File: config.mk
export PLATFORM = sky130hd
export DESIGN_NAME = spdc_ctrl
export DESIGN_NICKNAME = d
export VERILOG_FILES = /design/src/include/spdc_pkg.sv /design/src/hw/spdc_fifo.sv /design/src/hw/spdc_trailer_gen.sv /design/src/hw/spdc_ctrl.sv
export SDC_FILE = /design/constraint.sdc
export NUM_CORES = 1
export LEC_CHECK = 0
export ABC_AREA = 1
export BUFFER_PORTS_ARGS = -buffer_cell sky130_fd_sc_hd__buf_2
export CAP_MARGIN = 10
export CORE_MARGIN = 3
export CORE_UTILIZATION = 43
export CTS_CLUSTER_SIZE = 28
export DETAILED_ROUTE_END_ITERATION = 12
export GPL_ROUTABILITY_DRIVEN = 1
export HOLD_SLACK_MARGIN = 0.02
export SLEW_MARGIN = 30
export SYNTH_ARGS = -nofsm -noshare
export SYNTH_HDL_FRONTEND = slang
export SYNTH_SLANG_ARGS = --single-unit
File: constraint.sdc
create_clock -name i_clk -period 3.6 [get_ports i_clk]
set_clock_uncertainty 0.1 [all_clocks]
set_input_delay 0 -clock i_clk [delete_from_list [all_inputs] [get_ports i_clk]]
set_output_delay 0 -clock i_clk [all_outputs]
set_load 0.005 [all_outputs]
File: src/include/spdc_pkg.sv
// shared constants and carriers of the trailer, sync condition and diversity block
//------------------------------------------------------------
//------------------------------------------------------------
package spdc_pkg;
  // register offsets
  localparam logic [7:0] SPDC_ADDR_TRAILER = 8'h44;
  localparam logic [7:0] SPDC_ADDR_COND_A = 8'h45;
  localparam logic [7:0] SPDC_ADDR_ENERGY_TH = 8'h46;
  localparam logic [7:0] SPDC_ADDR_TOL = 8'h47;
  localparam logic [7:0] SPDC_ADDR_DIV_CTL = 8'h48;
  localparam logic [7:0] SPDC_ADDR_DIV_RES = 8'h49;
  localparam logic [7:0] SPDC_ADDR_ANT1_ENERGY = 8'h4a;
  localparam logic [7:0] SPDC_ADDR_ANT2_ENERGY = 8'h4b;
  // values after reset
  localparam logic [7:0] SPDC_RST_TRAILER = 8'h12;
  localparam logic [7:0] SPDC_RST_ZERO = 8'h00;
  localparam logic [1:0] SPDC_RST_RESULT = 2'h1;
  // field positions
  localparam int SPDC_TRL_EN_BIT = 0;
  localparam int SPDC_TRL_PAT_LSB = 1;
  localparam int SPDC_TRL_LEN_LSB = 4;
  localparam int SPDC_ENERGY_EN_BIT = 7;
  localparam int SPDC_SW_TOL_LSB = 4;
  localparam int SPDC_PB_TOL_LSB = 0;
  localparam int SPDC_DIV_EN_BIT = 0;
  localparam int SPDC_SW_TYPE_BIT = 1;
  localparam int SPDC_INV_TRX_BIT = 2;
  localparam int SPDC_INV_ANT_BIT = 3;
  localparam int SPDC_DONE_BIT = 7;
  localparam int SPDC_RSV_LSB = 2;
  // codes
  localparam logic [5:0] SPDC_PRE_LEN_MAX = 6'h20;
  localparam logic [1:0] SPDC_PAT_01 = 2'h0;
  localparam logic [1:0] SPDC_PAT_10 = 2'h1;
  localparam logic [1:0] SPDC_PAT_CRC = 2'h2;
  localparam logic [1:0] SPDC_PAT_RSV = 2'h3;
  localparam logic [1:0] SPDC_ANT1 = 2'h1;
  localparam logic [1:0] SPDC_ANT2 = 2'h2;

  typedef struct packed {
    logic [7:0] data;
    logic last;
  } spdc_byte_t;

  typedef struct packed {
    logic candidate;
    logic [5:0] pre_errs;
    logic [5:0] sw_errs;
    logic [7:0] energy;
  } spdc_sync_t;
endpackage

File: src/hw/spdc_fifo.sv
// small synchronous fifo with valid/ready on both sides
`timescale 1ns/10ps
module spdc_fifo #(
  parameter int WIDTH = 9,
  parameter int DEPTH = 8
) (
  // clock
  input wire logic i_clk,
  input wire logic i_rst_n,
  input wire logic i_ce,
  // fill side
  input wire logic i_in_valid,
  input wire logic [WIDTH-1:0] i_in_data,
  output logic o_in_ready,
  // drain side
  output logic o_out_valid,
  output logic [WIDTH-1:0] o_out_data,
  input wire logic i_out_ready
);
  localparam int AW = (DEPTH > 1) ? $clog2(DEPTH) : 1;
  localparam int CW = $clog2(DEPTH + 1);
  localparam logic [CW-1:0] FULL = CW'(DEPTH);
  localparam logic [AW-1:0] LAST = AW'(DEPTH - 1);

  logic [WIDTH-1:0] mem [DEPTH];
  logic [AW-1:0] wr_ptr_reg;
  logic [AW-1:0] rd_ptr_reg;
  logic [CW-1:0] count_reg;
  logic ready_reg;
  logic valid_reg;

  wire push = i_in_valid && ready_reg;
  wire pop = valid_reg && i_out_ready;
  wire [CW-1:0] count_next = count_reg + CW'(push) - CW'(pop);

  assign o_in_ready = ready_reg;
  assign o_out_valid = valid_reg;
  assign o_out_data = mem[rd_ptr_reg];

  always_ff @(posedge i_clk) begin
    if (i_ce && push) begin
      mem[wr_ptr_reg] <= i_in_data;
    end
  end

  // flags are registered so ready and valid never ripple through
  always_ff @(posedge i_clk or negedge i_rst_n) begin
    if (!i_rst_n) begin
      wr_ptr_reg <= '0;
      rd_ptr_reg <= '0;
      count_reg <= '0;
      ready_reg <= 1'b0;
      valid_reg <= 1'b0;
    end else if (i_ce) begin
      if (push) wr_ptr_reg <= (wr_ptr_reg == LAST) ? '0 : wr_ptr_reg + 1'b1;
      if (pop) rd_ptr_reg <= (rd_ptr_reg == LAST) ? '0 : rd_ptr_reg + 1'b1;
      count_reg <= count_next;
      ready_reg <= count_next != FULL;
      valid_reg <= count_next != '0;
    end
  end
endmodule

File: src/hw/spdc_trailer_gen.sv
// bit serialiser that appends the configured trailer after the last byte
`timescale 1ns/10ps
module spdc_trailer_gen (
  // clock
  input wire logic i_clk,
  input wire logic i_rst_n,
  input wire logic i_ce,
  input wire logic i_bit_tick,
  // byte source
  input wire logic i_valid,
  input wire spdc_pkg::spdc_byte_t i_word,
  output logic o_ready,
  // configuration
  input wire logic [7:0] i_cfg,
  // bit stream
  output logic o_bit,
  output logic o_bit_valid
);
  typedef enum logic [1:0] {ST_IDLE, ST_DATA, ST_TRAIL} spdc_trl_state_t;

  spdc_trl_state_t state_reg;
  logic [7:0] shift_reg;
  logic [2:0] bit_cnt_reg;
  logic last_reg;
  logic [3:0] trail_cnt_reg;
  logic phase_reg;
  logic first_reg;
  logic bit_reg;
  logic vld_reg;

  wire cfg_en = i_cfg[spdc_pkg::SPDC_TRL_EN_BIT];
  wire [1:0] cfg_pat = i_cfg[spdc_pkg::SPDC_TRL_PAT_LSB +: 2];
  wire [2:0] cfg_len = i_cfg[spdc_pkg::SPDC_TRL_LEN_LSB +: 3];
  wire [3:0] trail_len = {cfg_len, 1'b0};
  // reserved pattern code sends no trailer
  wire trail_on = cfg_en && cfg_len != 3'h0 && cfg_pat != spdc_pkg::SPDC_PAT_RSV;
  wire first_bit = (cfg_pat == spdc_pkg::SPDC_PAT_CRC) ? shift_reg[7] :
                   (cfg_pat == spdc_pkg::SPDC_PAT_10);
  wire byte_end = state_reg == ST_DATA && i_bit_tick && bit_cnt_reg == 3'h7;

  assign o_ready = state_reg == ST_IDLE;
  assign o_bit = bit_reg;
  assign o_bit_valid = vld_reg;

  always_ff @(posedge i_clk or negedge i_rst_n) begin
    if (!i_rst_n) begin
      state_reg <= ST_IDLE;
      shift_reg <= 8'h00;
      bit_cnt_reg <= 3'h0;
      last_reg <= 1'b0;
      trail_cnt_reg <= 4'h0;
      phase_reg <= 1'b0;
      first_reg <= 1'b0;
      bit_reg <= 1'b0;
      vld_reg <= 1'b0;
    end else if (i_ce) begin
      vld_reg <= 1'b0;
      unique case (state_reg)
        ST_IDLE: begin
          if (i_valid) begin
            shift_reg <= i_word.data;
            last_reg <= i_word.last;
            bit_cnt_reg <= 3'h0;
            state_reg <= ST_DATA;
          end
        end
        ST_DATA: begin
          if (i_bit_tick) begin
            bit_reg <= shift_reg[7];
            vld_reg <= 1'b1;
            shift_reg <= {shift_reg[6:0], 1'b0};
            bit_cnt_reg <= bit_cnt_reg + 3'h1;
            if (byte_end) begin
              state_reg <= (last_reg && trail_on) ? ST_TRAIL : ST_IDLE;
              trail_cnt_reg <= trail_len;
              phase_reg <= 1'b0;
              first_reg <= first_bit;
            end
          end
        end
        ST_TRAIL: begin
          if (i_bit_tick) begin
            bit_reg <= first_reg ^ phase_reg;
            vld_reg <= 1'b1;
            phase_reg <= ~phase_reg;
            trail_cnt_reg <= trail_cnt_reg - 4'h1;
            if (trail_cnt_reg == 4'h1) state_reg <= ST_IDLE;
          end
        end
      endcase
    end
  end
endmodule

File: src/hw/spdc_ctrl.sv
// register file, sync acceptance, diversity capture and tx trailer path
`timescale 1ns/10ps
module spdc_ctrl #(
  parameter int FIFO_DEPTH = 8
) (
  // clock, reset, enable
  input wire logic i_clk,
  input wire logic i_rst_n,
  input wire logic i_ce,
  // register port from the serial host interface
  input wire logic i_reg_wr,
  input wire logic i_reg_rd,
  input wire logic [7:0] i_reg_addr,
  input wire logic [7:0] i_reg_wdata,
  output logic [7:0] o_reg_rdata,
  // transmit byte stream
  input wire logic i_tx_valid,
  input wire spdc_pkg::spdc_byte_t i_tx_word,
  output logic o_tx_ready,
  // transmit bit stream
  input wire logic i_bit_tick,
  output logic o_tx_bit,
  output logic o_tx_bit_valid,
  // sync detection
  input wire spdc_pkg::spdc_sync_t i_sync,
  output logic o_sync_detect,
  output logic [5:0] o_preamble_check_length,
  output logic o_sync_energy_check_enable,
  // diversity search
  input wire logic i_div_search_start,
  input wire logic i_div_search_done,
  input wire logic [1:0] i_div_antenna,
  input wire logic [7:0] i_ant1_energy,
  input wire logic [7:0] i_ant2_energy,
  input wire logic i_div_flag_clear,
  output logic o_diversity_enable,
  // antenna switches
  input wire logic i_tx_active,
  output logic o_antenna_select_output,
  output logic o_antenna_select_output_b,
  output logic o_txrx_switch_output
);
  //------------------------------------------------------------
  // registers
  //------------------------------------------------------------
  logic [7:0] trailer_config_reg;
  logic [7:0] rx_sync_condition_a_reg;
  logic [7:0] rx_sync_energy_threshold_reg;
  logic [7:0] rx_sync_error_tolerance_reg;
  logic [7:0] antenna_diversity_control_reg;
  logic [4:0] result_rsv_reg;
  logic [1:0] chosen_antenna_reg;
  logic search_done_reg;
  logic [7:0] first_antenna_energy_reg;
  logic [7:0] second_antenna_energy_reg;
  logic [7:0] rdata_reg;
  logic sync_detect_reg;
  logic [5:0] pre_len_reg;
  logic ant_sel_reg;
  logic ant_sel_b_reg;
  logic txrx_reg;

  //------------------------------------------------------------
  // address decode
  //------------------------------------------------------------
  wire wr_trailer = i_reg_wr && i_reg_addr == spdc_pkg::SPDC_ADDR_TRAILER;
  wire wr_cond_a = i_reg_wr && i_reg_addr == spdc_pkg::SPDC_ADDR_COND_A;
  wire wr_energy_th = i_reg_wr && i_reg_addr == spdc_pkg::SPDC_ADDR_ENERGY_TH;
  wire wr_tol = i_reg_wr && i_reg_addr == spdc_pkg::SPDC_ADDR_TOL;
  wire wr_div_ctl = i_reg_wr && i_reg_addr == spdc_pkg::SPDC_ADDR_DIV_CTL;
  wire wr_div_res = i_reg_wr && i_reg_addr == spdc_pkg::SPDC_ADDR_DIV_RES;

  //------------------------------------------------------------
  // field views
  //------------------------------------------------------------
  wire energy_check_en = rx_sync_condition_a_reg[spdc_pkg::SPDC_ENERGY_EN_BIT];
  wire [5:0] pre_len_raw = rx_sync_condition_a_reg[5:0];
  wire [3:0] sw_tol = rx_sync_error_tolerance_reg[spdc_pkg::SPDC_SW_TOL_LSB +: 4];
  wire [3:0] pb_tol = rx_sync_error_tolerance_reg[spdc_pkg::SPDC_PB_TOL_LSB +: 4];
  wire div_en = antenna_diversity_control_reg[spdc_pkg::SPDC_DIV_EN_BIT];
  wire dpdt = antenna_diversity_control_reg[spdc_pkg::SPDC_SW_TYPE_BIT];
  wire inv_trx = antenna_diversity_control_reg[spdc_pkg::SPDC_INV_TRX_BIT];
  wire inv_ant = antenna_diversity_control_reg[spdc_pkg::SPDC_INV_ANT_BIT];

  //------------------------------------------------------------
  // sync acceptance
  //------------------------------------------------------------
  wire [5:0] pre_len_eff = (pre_len_raw > spdc_pkg::SPDC_PRE_LEN_MAX) ?
                           spdc_pkg::SPDC_PRE_LEN_MAX : pre_len_raw;
  wire pre_ok = i_sync.pre_errs <= {2'h0, pb_tol};
  wire sw_ok = i_sync.sw_errs <= {2'h0, sw_tol};
  // strictly above: an energy equal to the threshold still blocks sync
  wire energy_ok = !energy_check_en || i_sync.energy > rx_sync_energy_threshold_reg;
  wire sync_accept = i_sync.candidate && pre_ok && sw_ok && energy_ok;
  wire result_valid = i_div_antenna == spdc_pkg::SPDC_ANT1 || i_div_antenna == spdc_pkg::SPDC_ANT2;
  wire ant_is_two = div_en && chosen_antenna_reg == spdc_pkg::SPDC_ANT2;
  wire ant_level = ant_is_two ^ inv_ant;

  //------------------------------------------------------------
  // read mux
  //------------------------------------------------------------
  wire [7:0] res_word = {search_done_reg, result_rsv_reg, chosen_antenna_reg};
  wire [7:0] rd_mux =
    (i_reg_addr == spdc_pkg::SPDC_ADDR_TRAILER) ? trailer_config_reg :
    (i_reg_addr == spdc_pkg::SPDC_ADDR_COND_A) ? rx_sync_condition_a_reg :
    (i_reg_addr == spdc_pkg::SPDC_ADDR_ENERGY_TH) ? rx_sync_energy_threshold_reg :
    (i_reg_addr == spdc_pkg::SPDC_ADDR_TOL) ? rx_sync_error_tolerance_reg :
    (i_reg_addr == spdc_pkg::SPDC_ADDR_DIV_CTL) ? antenna_diversity_control_reg :
    (i_reg_addr == spdc_pkg::SPDC_ADDR_DIV_RES) ? res_word :
    (i_reg_addr == spdc_pkg::SPDC_ADDR_ANT1_ENERGY) ? first_antenna_energy_reg :
    (i_reg_addr == spdc_pkg::SPDC_ADDR_ANT2_ENERGY) ? second_antenna_energy_reg :
    8'h00;

  //------------------------------------------------------------
  // writable configuration
  //------------------------------------------------------------
  always_ff @(posedge i_clk or negedge i_rst_n) begin
    if (!i_rst_n) begin
      trailer_config_reg <= spdc_pkg::SPDC_RST_TRAILER;
      rx_sync_condition_a_reg <= spdc_pkg::SPDC_RST_ZERO;
      rx_sync_energy_threshold_reg <= spdc_pkg::SPDC_RST_ZERO;
      rx_sync_error_tolerance_reg <= spdc_pkg::SPDC_RST_ZERO;
      antenna_diversity_control_reg <= spdc_pkg::SPDC_RST_ZERO;
      result_rsv_reg <= 5'h00;
    end else if (i_ce) begin
      if (wr_trailer) trailer_config_reg <= i_reg_wdata;
      if (wr_cond_a) rx_sync_condition_a_reg <= i_reg_wdata;
      if (wr_energy_th) rx_sync_energy_threshold_reg <= i_reg_wdata;
      if (wr_tol) rx_sync_error_tolerance_reg <= i_reg_wdata;
      if (wr_div_ctl) antenna_diversity_control_reg <= i_reg_wdata;
      if (wr_div_res) result_rsv_reg <= i_reg_wdata[spdc_pkg::SPDC_RSV_LSB +: 5];
    end
  end

  //------------------------------------------------------------
  // diversity status
  //------------------------------------------------------------
  // completion wins over a start arriving in the same cycle
  always_ff @(posedge i_clk or negedge i_rst_n) begin
    if (!i_rst_n) begin
      search_done_reg <= 1'b0;
      chosen_antenna_reg <= spdc_pkg::SPDC_RST_RESULT;
    end else if (i_ce) begin
      if (i_div_search_done) search_done_reg <= 1'b1;
      else if (i_div_search_start) search_done_reg <= 1'b0;
      if (sync_accept && result_valid) chosen_antenna_reg <= i_div_antenna;
    end
  end

  // a capture in the clearing cycle wins, so a fresh packet is not lost
  always_ff @(posedge i_clk or negedge i_rst_n) begin
    if (!i_rst_n) begin
      first_antenna_energy_reg <= 8'h00;
      second_antenna_energy_reg <= 8'h00;
    end else if (i_ce) begin
      if (sync_accept && div_en) begin
        first_antenna_energy_reg <= i_ant1_energy;
        second_antenna_energy_reg <= i_ant2_energy;
      end else if (i_div_flag_clear) begin
        first_antenna_energy_reg <= 8'h00;
        second_antenna_energy_reg <= 8'h00;
      end
    end
  end

  //------------------------------------------------------------
  // registered outputs
  //------------------------------------------------------------
  always_ff @(posedge i_clk or negedge i_rst_n) begin
    if (!i_rst_n) begin
      rdata_reg <= 8'h00;
      sync_detect_reg <= 1'b0;
      pre_len_reg <= 6'h00;
    end else if (i_ce) begin
      if (i_reg_rd) rdata_reg <= rd_mux;
      sync_detect_reg <= sync_accept;
      pre_len_reg <= pre_len_eff;
    end
  end

  // dpdt drives the second pole as the complement, spdt leaves it low
  always_ff @(posedge i_clk or negedge i_rst_n) begin
    if (!i_rst_n) begin
      ant_sel_reg <= 1'b0;
      ant_sel_b_reg <= 1'b0;
      txrx_reg <= 1'b0;
    end else if (i_ce) begin
      ant_sel_reg <= ant_level;
      ant_sel_b_reg <= dpdt && !ant_level;
      txrx_reg <= i_tx_active ^ inv_trx;
    end
  end

  assign o_reg_rdata = rdata_reg;
  assign o_sync_detect = sync_detect_reg;
  assign o_preamble_check_length = pre_len_reg;
  assign o_sync_energy_check_enable = rx_sync_condition_a_reg[spdc_pkg::SPDC_ENERGY_EN_BIT];
  assign o_diversity_enable = antenna_diversity_control_reg[spdc_pkg::SPDC_DIV_EN_BIT];
  assign o_antenna_select_output = ant_sel_reg;
  assign o_antenna_select_output_b = ant_sel_b_reg;
  assign o_txrx_switch_output = txrx_reg;

  //------------------------------------------------------------
  // transmit path
  //------------------------------------------------------------
  // the fifo decouples the byte source from the bit rate and stalls it
  spdc_pkg::spdc_byte_t fifo_word;
  logic fifo_valid;
  logic ser_ready;

  spdc_fifo #(
    .WIDTH($bits(spdc_pkg::spdc_byte_t)),
    .DEPTH(FIFO_DEPTH)
  ) u_fifo (
    .i_clk(i_clk),
    .i_rst_n(i_rst_n),
    .i_ce(i_ce),
    .i_in_valid(i_tx_valid),
    .i_in_data(i_tx_word),
    .o_in_ready(o_tx_ready),
    .o_out_valid(fifo_valid),
    .o_out_data(fifo_word),
    .i_out_ready(ser_ready)
  );

  spdc_trailer_gen u_trailer (
    .i_clk(i_clk),
    .i_rst_n(i_rst_n),
    .i_ce(i_ce),
    .i_bit_tick(i_bit_tick),
    .i_valid(fifo_valid),
    .i_word(fifo_word),
    .o_ready(ser_ready),
    .i_cfg(trailer_config_reg),
    .o_bit(o_tx_bit),
    .o_bit_valid(o_tx_bit_valid)
  );
endmodule

==> results of run 1 <==
kinds of logic (layout without fill, tap and decap cells):
kind of cell	after synthesis	count (layout)	synth area share (%)
simple gates	378	378	19.1
flops	188	188	56.7
compound gates	193	193	12.6
fa+ha+maj	32	32	4.57
buf+inv	140	297	6.39
xor+xnor	5	5	0.490
mux	1	1	0.112
worst max-delay path, stage by stage:
cell           delay, ns
dlygate4sd3_1       0.54
buf_2               0.41
inv_2               0.29
nor2_2              0.14
nand3b_1            0.09
nor2_1              0.13
nand2_1             0.08
nor2_2              0.08
buf_4               0.27
nand3_1             0.14
nand2_1             0.08
dlygate4sd3_1       0.54
inv_1               0.04
stage by stage:
step	util, %	hold WS [ns]	power (mW)	cell area [um2]
5_1_grt	53.4	0.0890	6.40	10800
3_5_place_dp	47.9	0.0477	4.06	9720
3_3_place_gp	47.9	0.0526	4.03	9720
2_1_floorplan	-	-0.396	3.58	8930
4_1_cts	53.4	0.0301	6.08	10800
6_report	53.4	0.0353	6.03	10800
power by group through the flow:
stage               sequential (mW)  clock, mW  combinational (mW)
floorplan                      2.58          0               0.999
global placement               2.62          0                1.41
detailed placement             2.62          0                1.44
CTS                            2.58       2.01                1.49
global route                   2.60       2.11                1.69
finish                         2.58       1.98                1.46
what timing repair did:
action,4_1_cts,5_1_grt
setup buffers,0,0
hold endpoints to repair,277,0
hold buffers,47,0
cell type report:
type	instances	area, um2
inverter	105	394
multi-input combinational	609	3300
timing repair buffer	160	1090
sequential	188	5070
tap	270	338
fill	1872	9460
clock inverter	15	224
clock buffer	17	425
layer usage:
layer	vias up	global-route usage, %	share of wire, %	wire, um
met3	26	3.67	4.5	1000
met4	0	6.45	1.9	425
met1	3294	28.0	47	10300
li1	3490	-	-	-
met2	147	33.4	47	10300
met5	-	0	0	0
worst max path at each step:
stage	from	endpoint	slack, ns	cells after the start
3_5_place_dp	u_trailer.state_reg[0]	u_fifo.o_out_valid	1.10	12
3_3_place_gp	u_trailer.state_reg[0]	u_fifo.o_in_ready	1.17	12
4_1_cts	i_ce	chosen_antenna_reg[1]	1.01	13
5_1_grt	i_ce	chosen_antenna_reg[1]	0.72	13
2_1_floorplan	u_trailer.state_reg[0]	u_fifo.o_in_ready	1.27	12
6_report	i_ce	chosen_antenna_reg[1]	1.01	13
cell usage in the layout, fill, tap and decap left out, drive strengths merged, types with 3 or more instances in the layout:
master	n
clkinv	9
o22ai	15
nand4	28
edfxtp	72
nand2	184
xnor2	3
buf	113
dlygate4sd3	47
dfstp	3
o221ai	8
o21ai	118
a22o	4
ha	31
o21bai	7
nand3	62
clkbuf	17
o2111ai	8
inv	111
nor2	94
nor3	6
a21oi	15
dfrtp	113
a31oi	3
or2	3
o211ai	7
==> flow_summary.json, run 1 <==
{
  "std_cell_rows": 52,
  "power.ir.vdd_worst_mv": 0.387,
  "largest-register": "u_fifo.mem",
  "max_freq_mhz": 385,
  "final.setup.tns_ns": 0,
  "grt_max_degree": 117,
  "globalRouteTotalUtil_pct": 20.5,
  "drt-pass1-iter-count": 5,
  "via_count_of_the_first_global_routing_pass": 6856,
  "worst_skew_pair.late_latency_ns": 0.45,
  "max_cap_viol_count": 0,
  "synthDominantCellAreaShare_pct": 31.7,
  "vias_per_cell": 5.10,
  "final_hpwl_dp_mm": 14.9,
  "synthesis.nets": 1044,
  "share_of_the_clock_period_used_by_the_worst_path_pct": 72.1,
  "r2r_setup_slack_ns": 1.09,
  "setup_crit_start_kind": "input port",
  "finalWirelength_mm": 22.0,
  "layout.cells.non_filler": 1364,
  "num_io_pins": 98,
  "die_area_um2": 22500,
  "wire_per_inst_um": 16.1,
  "drt_iter0_drc": 414,
  "cts_buffers": 17,
  "postSynthAreaPerCell_um2": 9.53,
  "power.share.sequential_pct": 42.8,
  "status": "finished clean",
  "dieWidth_um": 150,
  "drive_above_1_share_pct": 16.8,
  "globalRoute.totalOverflow": 0,
  "start_util_pct": 44.0,
  "clk_pin_slew_worst_paths_ns": 0.08,
  "die_height_um": 150,
  "rsz0062_at_grt": "false",
  "cp.required_ns": 3.85,
  "synth_largest_area_cell": "dfrtp_1",
  "antenna-diode-count": 0,
  "switching_power_share_of_the_total_pct": 34.2,
  "grt_first_pass_wirelength_mm": 35.7,
  "cellPowerDensity_nw_per_um2": 556,
  "postSynthCellCount": 937,
  "clockPowerShare_pct": 32.9,
  "syn_area_um2": 8930,
  "hold_class": "in -> reg",
  "period_minus_slack_ns": 2.59,
  "route.detailed.drc": 0,
  "maxSlewHeadroom_pct": 47.5,
  "synthDistinctLibCells": 47,
  "min-delay-start": "i_reg_wr",
  "timing.critical_path.fanout_max": 21,
  "cts_repair_resized_insts": 0,
  "setup_viol_count_final": 0,
  "r2r_end": "u_fifo.o_in_ready",
  "area_growth_syn_to_layout_pct": 21.3,
  "antenna_violating_nets_post_route": 0,
  "numPortBuffers": 97,
  "p_int_mw": 3.97,
  "post-synth-top-count-cell": "nand2_1",
  "gp_congestion": 0.839,
  "buffer_type_at_the_clock_tree_root": "clkbuf_16",
  "fin_max_slew_vios": 0,
  "yosysWarnings": 0,
  "htree_num_levels": 4,
  "hold_end": "result_rsv_reg[4]",
  "hold_viol_final": 0,
  "async_flop_share_pct": 61.7,
  "dp_slack_ns": 1.10,
  "placed_cells": 1285,
  "comb_power_share_pct": 24.3,
  "critical_path.endpoint_type": "flop",
  "largest_register_ff_count": 72,
  "synth_sequential_area_ratio_pct": 56.7,
  "synth_enable_flop_cells": 72,
  "hold_path_depth": 5,
  "ys_seq_elements": 188,
  "fp.coreArea_um2": 20300,
  "timing_worst_setup_path_type": "in -> reg",
  "power.net_switching_mw": 2.06,
  "total_leakage_power_nw": 4.89,
  "worst_slack_ns": 1.01,
  "post_synth_most_frequent_cells": "nand2_1, dfrtp_1, inv_1",
  "ys.flop_type": "dfrtp_1",
  "final_net_count": 1188,
  "reg2reg_start": "u_trailer.state_reg[0]",
  "cts-root-to-sink-buffers": 2,
  "worst-endpoint-arrival_ns": 2.84,
  "yosys-top-cells-area": "dfrtp_1, edfxtp_1, nand2_1",
  "antenna_found_initial": 0,
  "clock_sink_count": 188,
  "routed_vias": 6957,
  "tritoncts_clock_tree": "built",
  "worst_r2r_path_depth": 12,
  "measured_slew_at_the_worst_slew_check_pin_ns": 0.783
}
Note: power is estimated with default switching activity, not from simulation.
==> inputs of run 2 (changes only) <==
ABC_AREA = 0   (was 1)
clock period = 2.17 ns   (was 3.6 ns; I/O delays follow)
==> run 2 against run 1 <==
The run now ends with setup timing left. Combinational power is 100% higher. Wire length shrank 2.7%. Via count decreased by 11%. Register-to-register slack lost 1.3 ns. Non-clock buffer count grew 34. Clock-buffer cell count stayed put. Critical endpoint is now u_fifo.o_out_valid. Highest routed layer unchanged.
==> flow_summary.json, run 2 <==
{
  "worst_r2r_path_depth": 12,
  "antenna-diode-count": 0,
  "clockPowerShare_pct": 30.4,
  "finalInstanceArea_um2": 11300,
  "setup_crit_start_kind": "flop",
  "buffer_type_at_the_clock_tree_root": "clkbuf_16",
  "htree_num_levels": 4,
  "routed_vias": 6223,
  "ys_seq_elements": 188,
  "via_count_of_the_first_global_routing_pass": 6531,
  "cp.required_ns": 2.37,
  "async_flop_share_pct": 61.7,
  "largest-register": "u_fifo.mem",
  "worst_skew_pair.late_latency_ns": 0.43,
  "hold_class": "in -> reg",
  "sequential_cell_area_um2": 5070,
  "fp.coreArea_um2": 20400,
  "syn_area_um2": 8970,
  "worst_path_largest_cell_delay_ns": 0.50,
  "synth_sequential_area_ratio_pct": 56.5,
  "setup_viol_count_final": 19,
  "hold_viol_final": 0,
  "cellPowerDensity_nw_per_um2": 938,
  "max_cap_viol_count": 0,
  "period_minus_slack_ns": 2.42,
  "ys.flop_type": "dfrtp_1",
  "status": "complete, but fails checks",
  "yosysWarnings": 0,
  "wire_per_inst_um": 18.4,
  "post_synth_most_frequent_cells": "dfrtp_1, edfxtp_1, nand2_1",
  "hold_path_depth": 4,
  "cell_with_the_largest_stage_delay_on_the_worst_path": "fa_1",
  "area_of_combinational_cells_with_multiple_inputs_um2": 3670,
  "die_height_um": 150,
  "placed_cell_area_um2": 10000,
  "finalWirelength_mm": 21.4,
  "gp_congestion": 0.779,
  "hold_end": "o_reg_rdata[3]",
  "final.setup.tns_ns": -1.67,
  "clock_sink_count": 188,
  "clk_pin_slew_worst_paths_ns": 0.08,
  "final_cell_mix": "dfrtp_1, buf_2, edfxtp_1",
  "commonest_non_fill_non_tap_cell_in_the_layout": "dfrtp_1",
  "power.net_switching_mw": 3.38,
  "synth_enable_flop_cells": 72,
  "post-synth-top-count-cell": "dfrtp_1",
  "dieWidth_um": 150,
  "failed_checks": "setup timing",
  "total_leakage_power_nw": 4.89,
  "worst-endpoint-arrival_ns": 2.62,
  "synthDominantCellAreaShare_pct": 31.5,
  "final_net_count": 990,
  "route.detailed.drc": 0,
  "fin_max_slew_vios": 0,
  "drt-pass1-iter-count": 4,
  "numPortBuffers": 97,
  "vias_per_cell": 5.34,
  "globalRouteTotalUtil_pct": 19.7,
  "share_of_the_clock_period_used_by_the_worst_path_pct": 111,
  "p_int_mw": 7.22,
  "worstPathCellList": "inv_2 > ha_4 > and2_4 > ha_4 > inv_4 > ha_4 > inv_2 > fa_1 > nand2_2 > nor3_2 > nor2b_2 > a21oi_1",
  "tritoncts_clock_tree": "built",
  "largest_register_ff_count": 72,
  "measured_slew_at_the_worst_slew_check_pin_ns": 0.663,
  "final_hpwl_dp_mm": 14.7,
  "r2r_end": "u_fifo.o_out_valid",
  "timing.critical_path.fanout_max": 2,
  "synthDistinctLibCells": 57,
  "globalRoute.totalOverflow": 0,
  "num_io_pins": 98,
  "yosys-top-cells-area": "dfrtp_1, edfxtp_1, mux2_2",
  "antenna_found_initial": 0,
  "start_util_pct": 44.1,
  "synth_largest_area_cell": "dfrtp_1",
  "fillerInstances": 1686,
  "postSynthCellCount": 704,
  "maxSlewHeadroom_pct": 55.8,
  "std_cell_rows": 52,
  "antenna_violating_nets_post_route": 0,
  "grt_first_pass_wirelength_mm": 34.4,
  "postSynthAreaPerCell_um2": 12.7,
  "die_area_um2": 22600,
  "area_growth_syn_to_layout_pct": 26.1,
  "power.ir.vdd_worst_mv": 0.757,
  "drive_above_1_share_pct": 33.3,
  "power.share.sequential_pct": 41.6,
  "r2r_setup_slack_ns": -0.25,
  "cts-root-to-sink-buffers": 2,
  "critical_path.endpoint_type": "flop",
  "synthesis.nets": 811,
  "max_freq_mhz": 414,
  "rsz0062_at_grt": "true",
  "grt_max_degree": 117,
  "critical_path.most_common_cell": "ha_4",
  "comb_power_share_pct": 28.0,
  "reg2reg_start": "u_trailer.state_reg[0]",
  "drt_iter0_drc": 409,
  "cts_buffers": 17,
  "timing_worst_setup_path_type": "reg -> reg",
  "min-delay-start": "i_reg_addr[6]",
  "worst_slack_ns": -0.247,
  "switching_power_share_of_the_total_pct": 31.9
}
run 2: worst max-delay path: cells and delay by family (launching register included):
family / cells / cell delay, ns
AND/OR/NAND/NOR: 4 / 0.60
buffers and inverters: 3 / 0.18
adder cells (fa/ha/maj): 4 / 0.96
AO/OA/AOI/OAI: 1 / 0.05
flip-flops: 1 / 0.40
run 2: logic make-up (layout without fill, tap and decap cells):
kind of cell	count (synthesis)	count (layout)	share of synthesized area [%]
adder cells (fa/ha/maj)	32	32	4.54
AO/OA/AOI/OAI	133	133	9.76
multiplexers	112	112	17.0
XOR/XNOR	6	6	0.586
AND/OR/NAND/NOR	144	144	7.51
flip-flops	188	188	56.5
buffers and inverters	89	281	4.11
run 2: metal layers:
layer	GRT usage [%]	wire length (um)	up-vias
li1	-	-	2946
met1	24.7	8850	3118
met2	35.1	11200	134
met3	3.91	1020	25
met4	4.99	321	0
met5	0	0	-
run 2: worst max path at each step:
stage / start / endpoint / slack, ns / depth (start not counted)
6_report: u_trailer.state_reg[0] / u_fifo.o_out_valid / -0.25 / 12
5_1_grt: u_trailer.state_reg[1] / u_fifo.o_out_valid / -0.31 / 12
4_1_cts: u_trailer.state_reg[1] / u_fifo.o_out_valid / -0.26 / 12
3_5_place_dp: u_trailer.state_reg[0] / u_fifo.o_out_valid / -0.27 / 12
3_3_place_gp: u_trailer.state_reg[1] / u_fifo.o_out_valid / -0.13 / 12
2_1_floorplan: u_trailer.state_reg[1] / u_fifo.o_out_valid / -0.20 / 13
run 2: timing repair:
item | in CTS | in global routing
hold endpoints to repair | 270 | 0
hold buffers | 46 | 0
endpoints found under the setup margin | 21 | 33
resized for setup | 15 | 8
gates cloned | 1 | 0
pin swaps | 7 | 7
buffers inserted | 7 | 6
run 2: layout make-up:
cell class                      instances  share of cell area [%]
Sequential cell                       188                    44.8
Clock buffer                           17                    3.76
Multi-Input combinational cell        427                    32.4
Timing Repair Buffer                  194                    12.5
Tap cell                              270                    2.99
Inverter                               55                    1.85
Clock inverter                         15                    1.69
run 2: power groups by stage:
stage	Combinational [mW]	Sequential [mW]	Clock [mW]
after floorplan	1.93	4.35	0
after global routing	3.31	4.47	3.45
after detailed placement	2.68	4.49	0
after global placement	2.54	4.46	0
after CTS	2.89	4.42	3.29
final	2.97	4.41	3.22
run 2: through the flow:
stage | setup WS (ns) | instances | power (mW) | hold WS [ns] | util, %
floorplan | -0.203 | 704 | 6.29 | -0.396 | -
global placement | -0.134 | 1074 | 7.00 | 0.0357 | 49.2
detailed placement | -0.272 | 1074 | 7.16 | 0.0420 | 49.2
CTS | -0.262 | 1160 | 10.6 | 0.0301 | 55.2
global route | -0.308 | 1166 | 11.2 | 0.0655 | 55.6
finish | -0.247 | 1166 | 10.6 | 0.0676 | 55.6
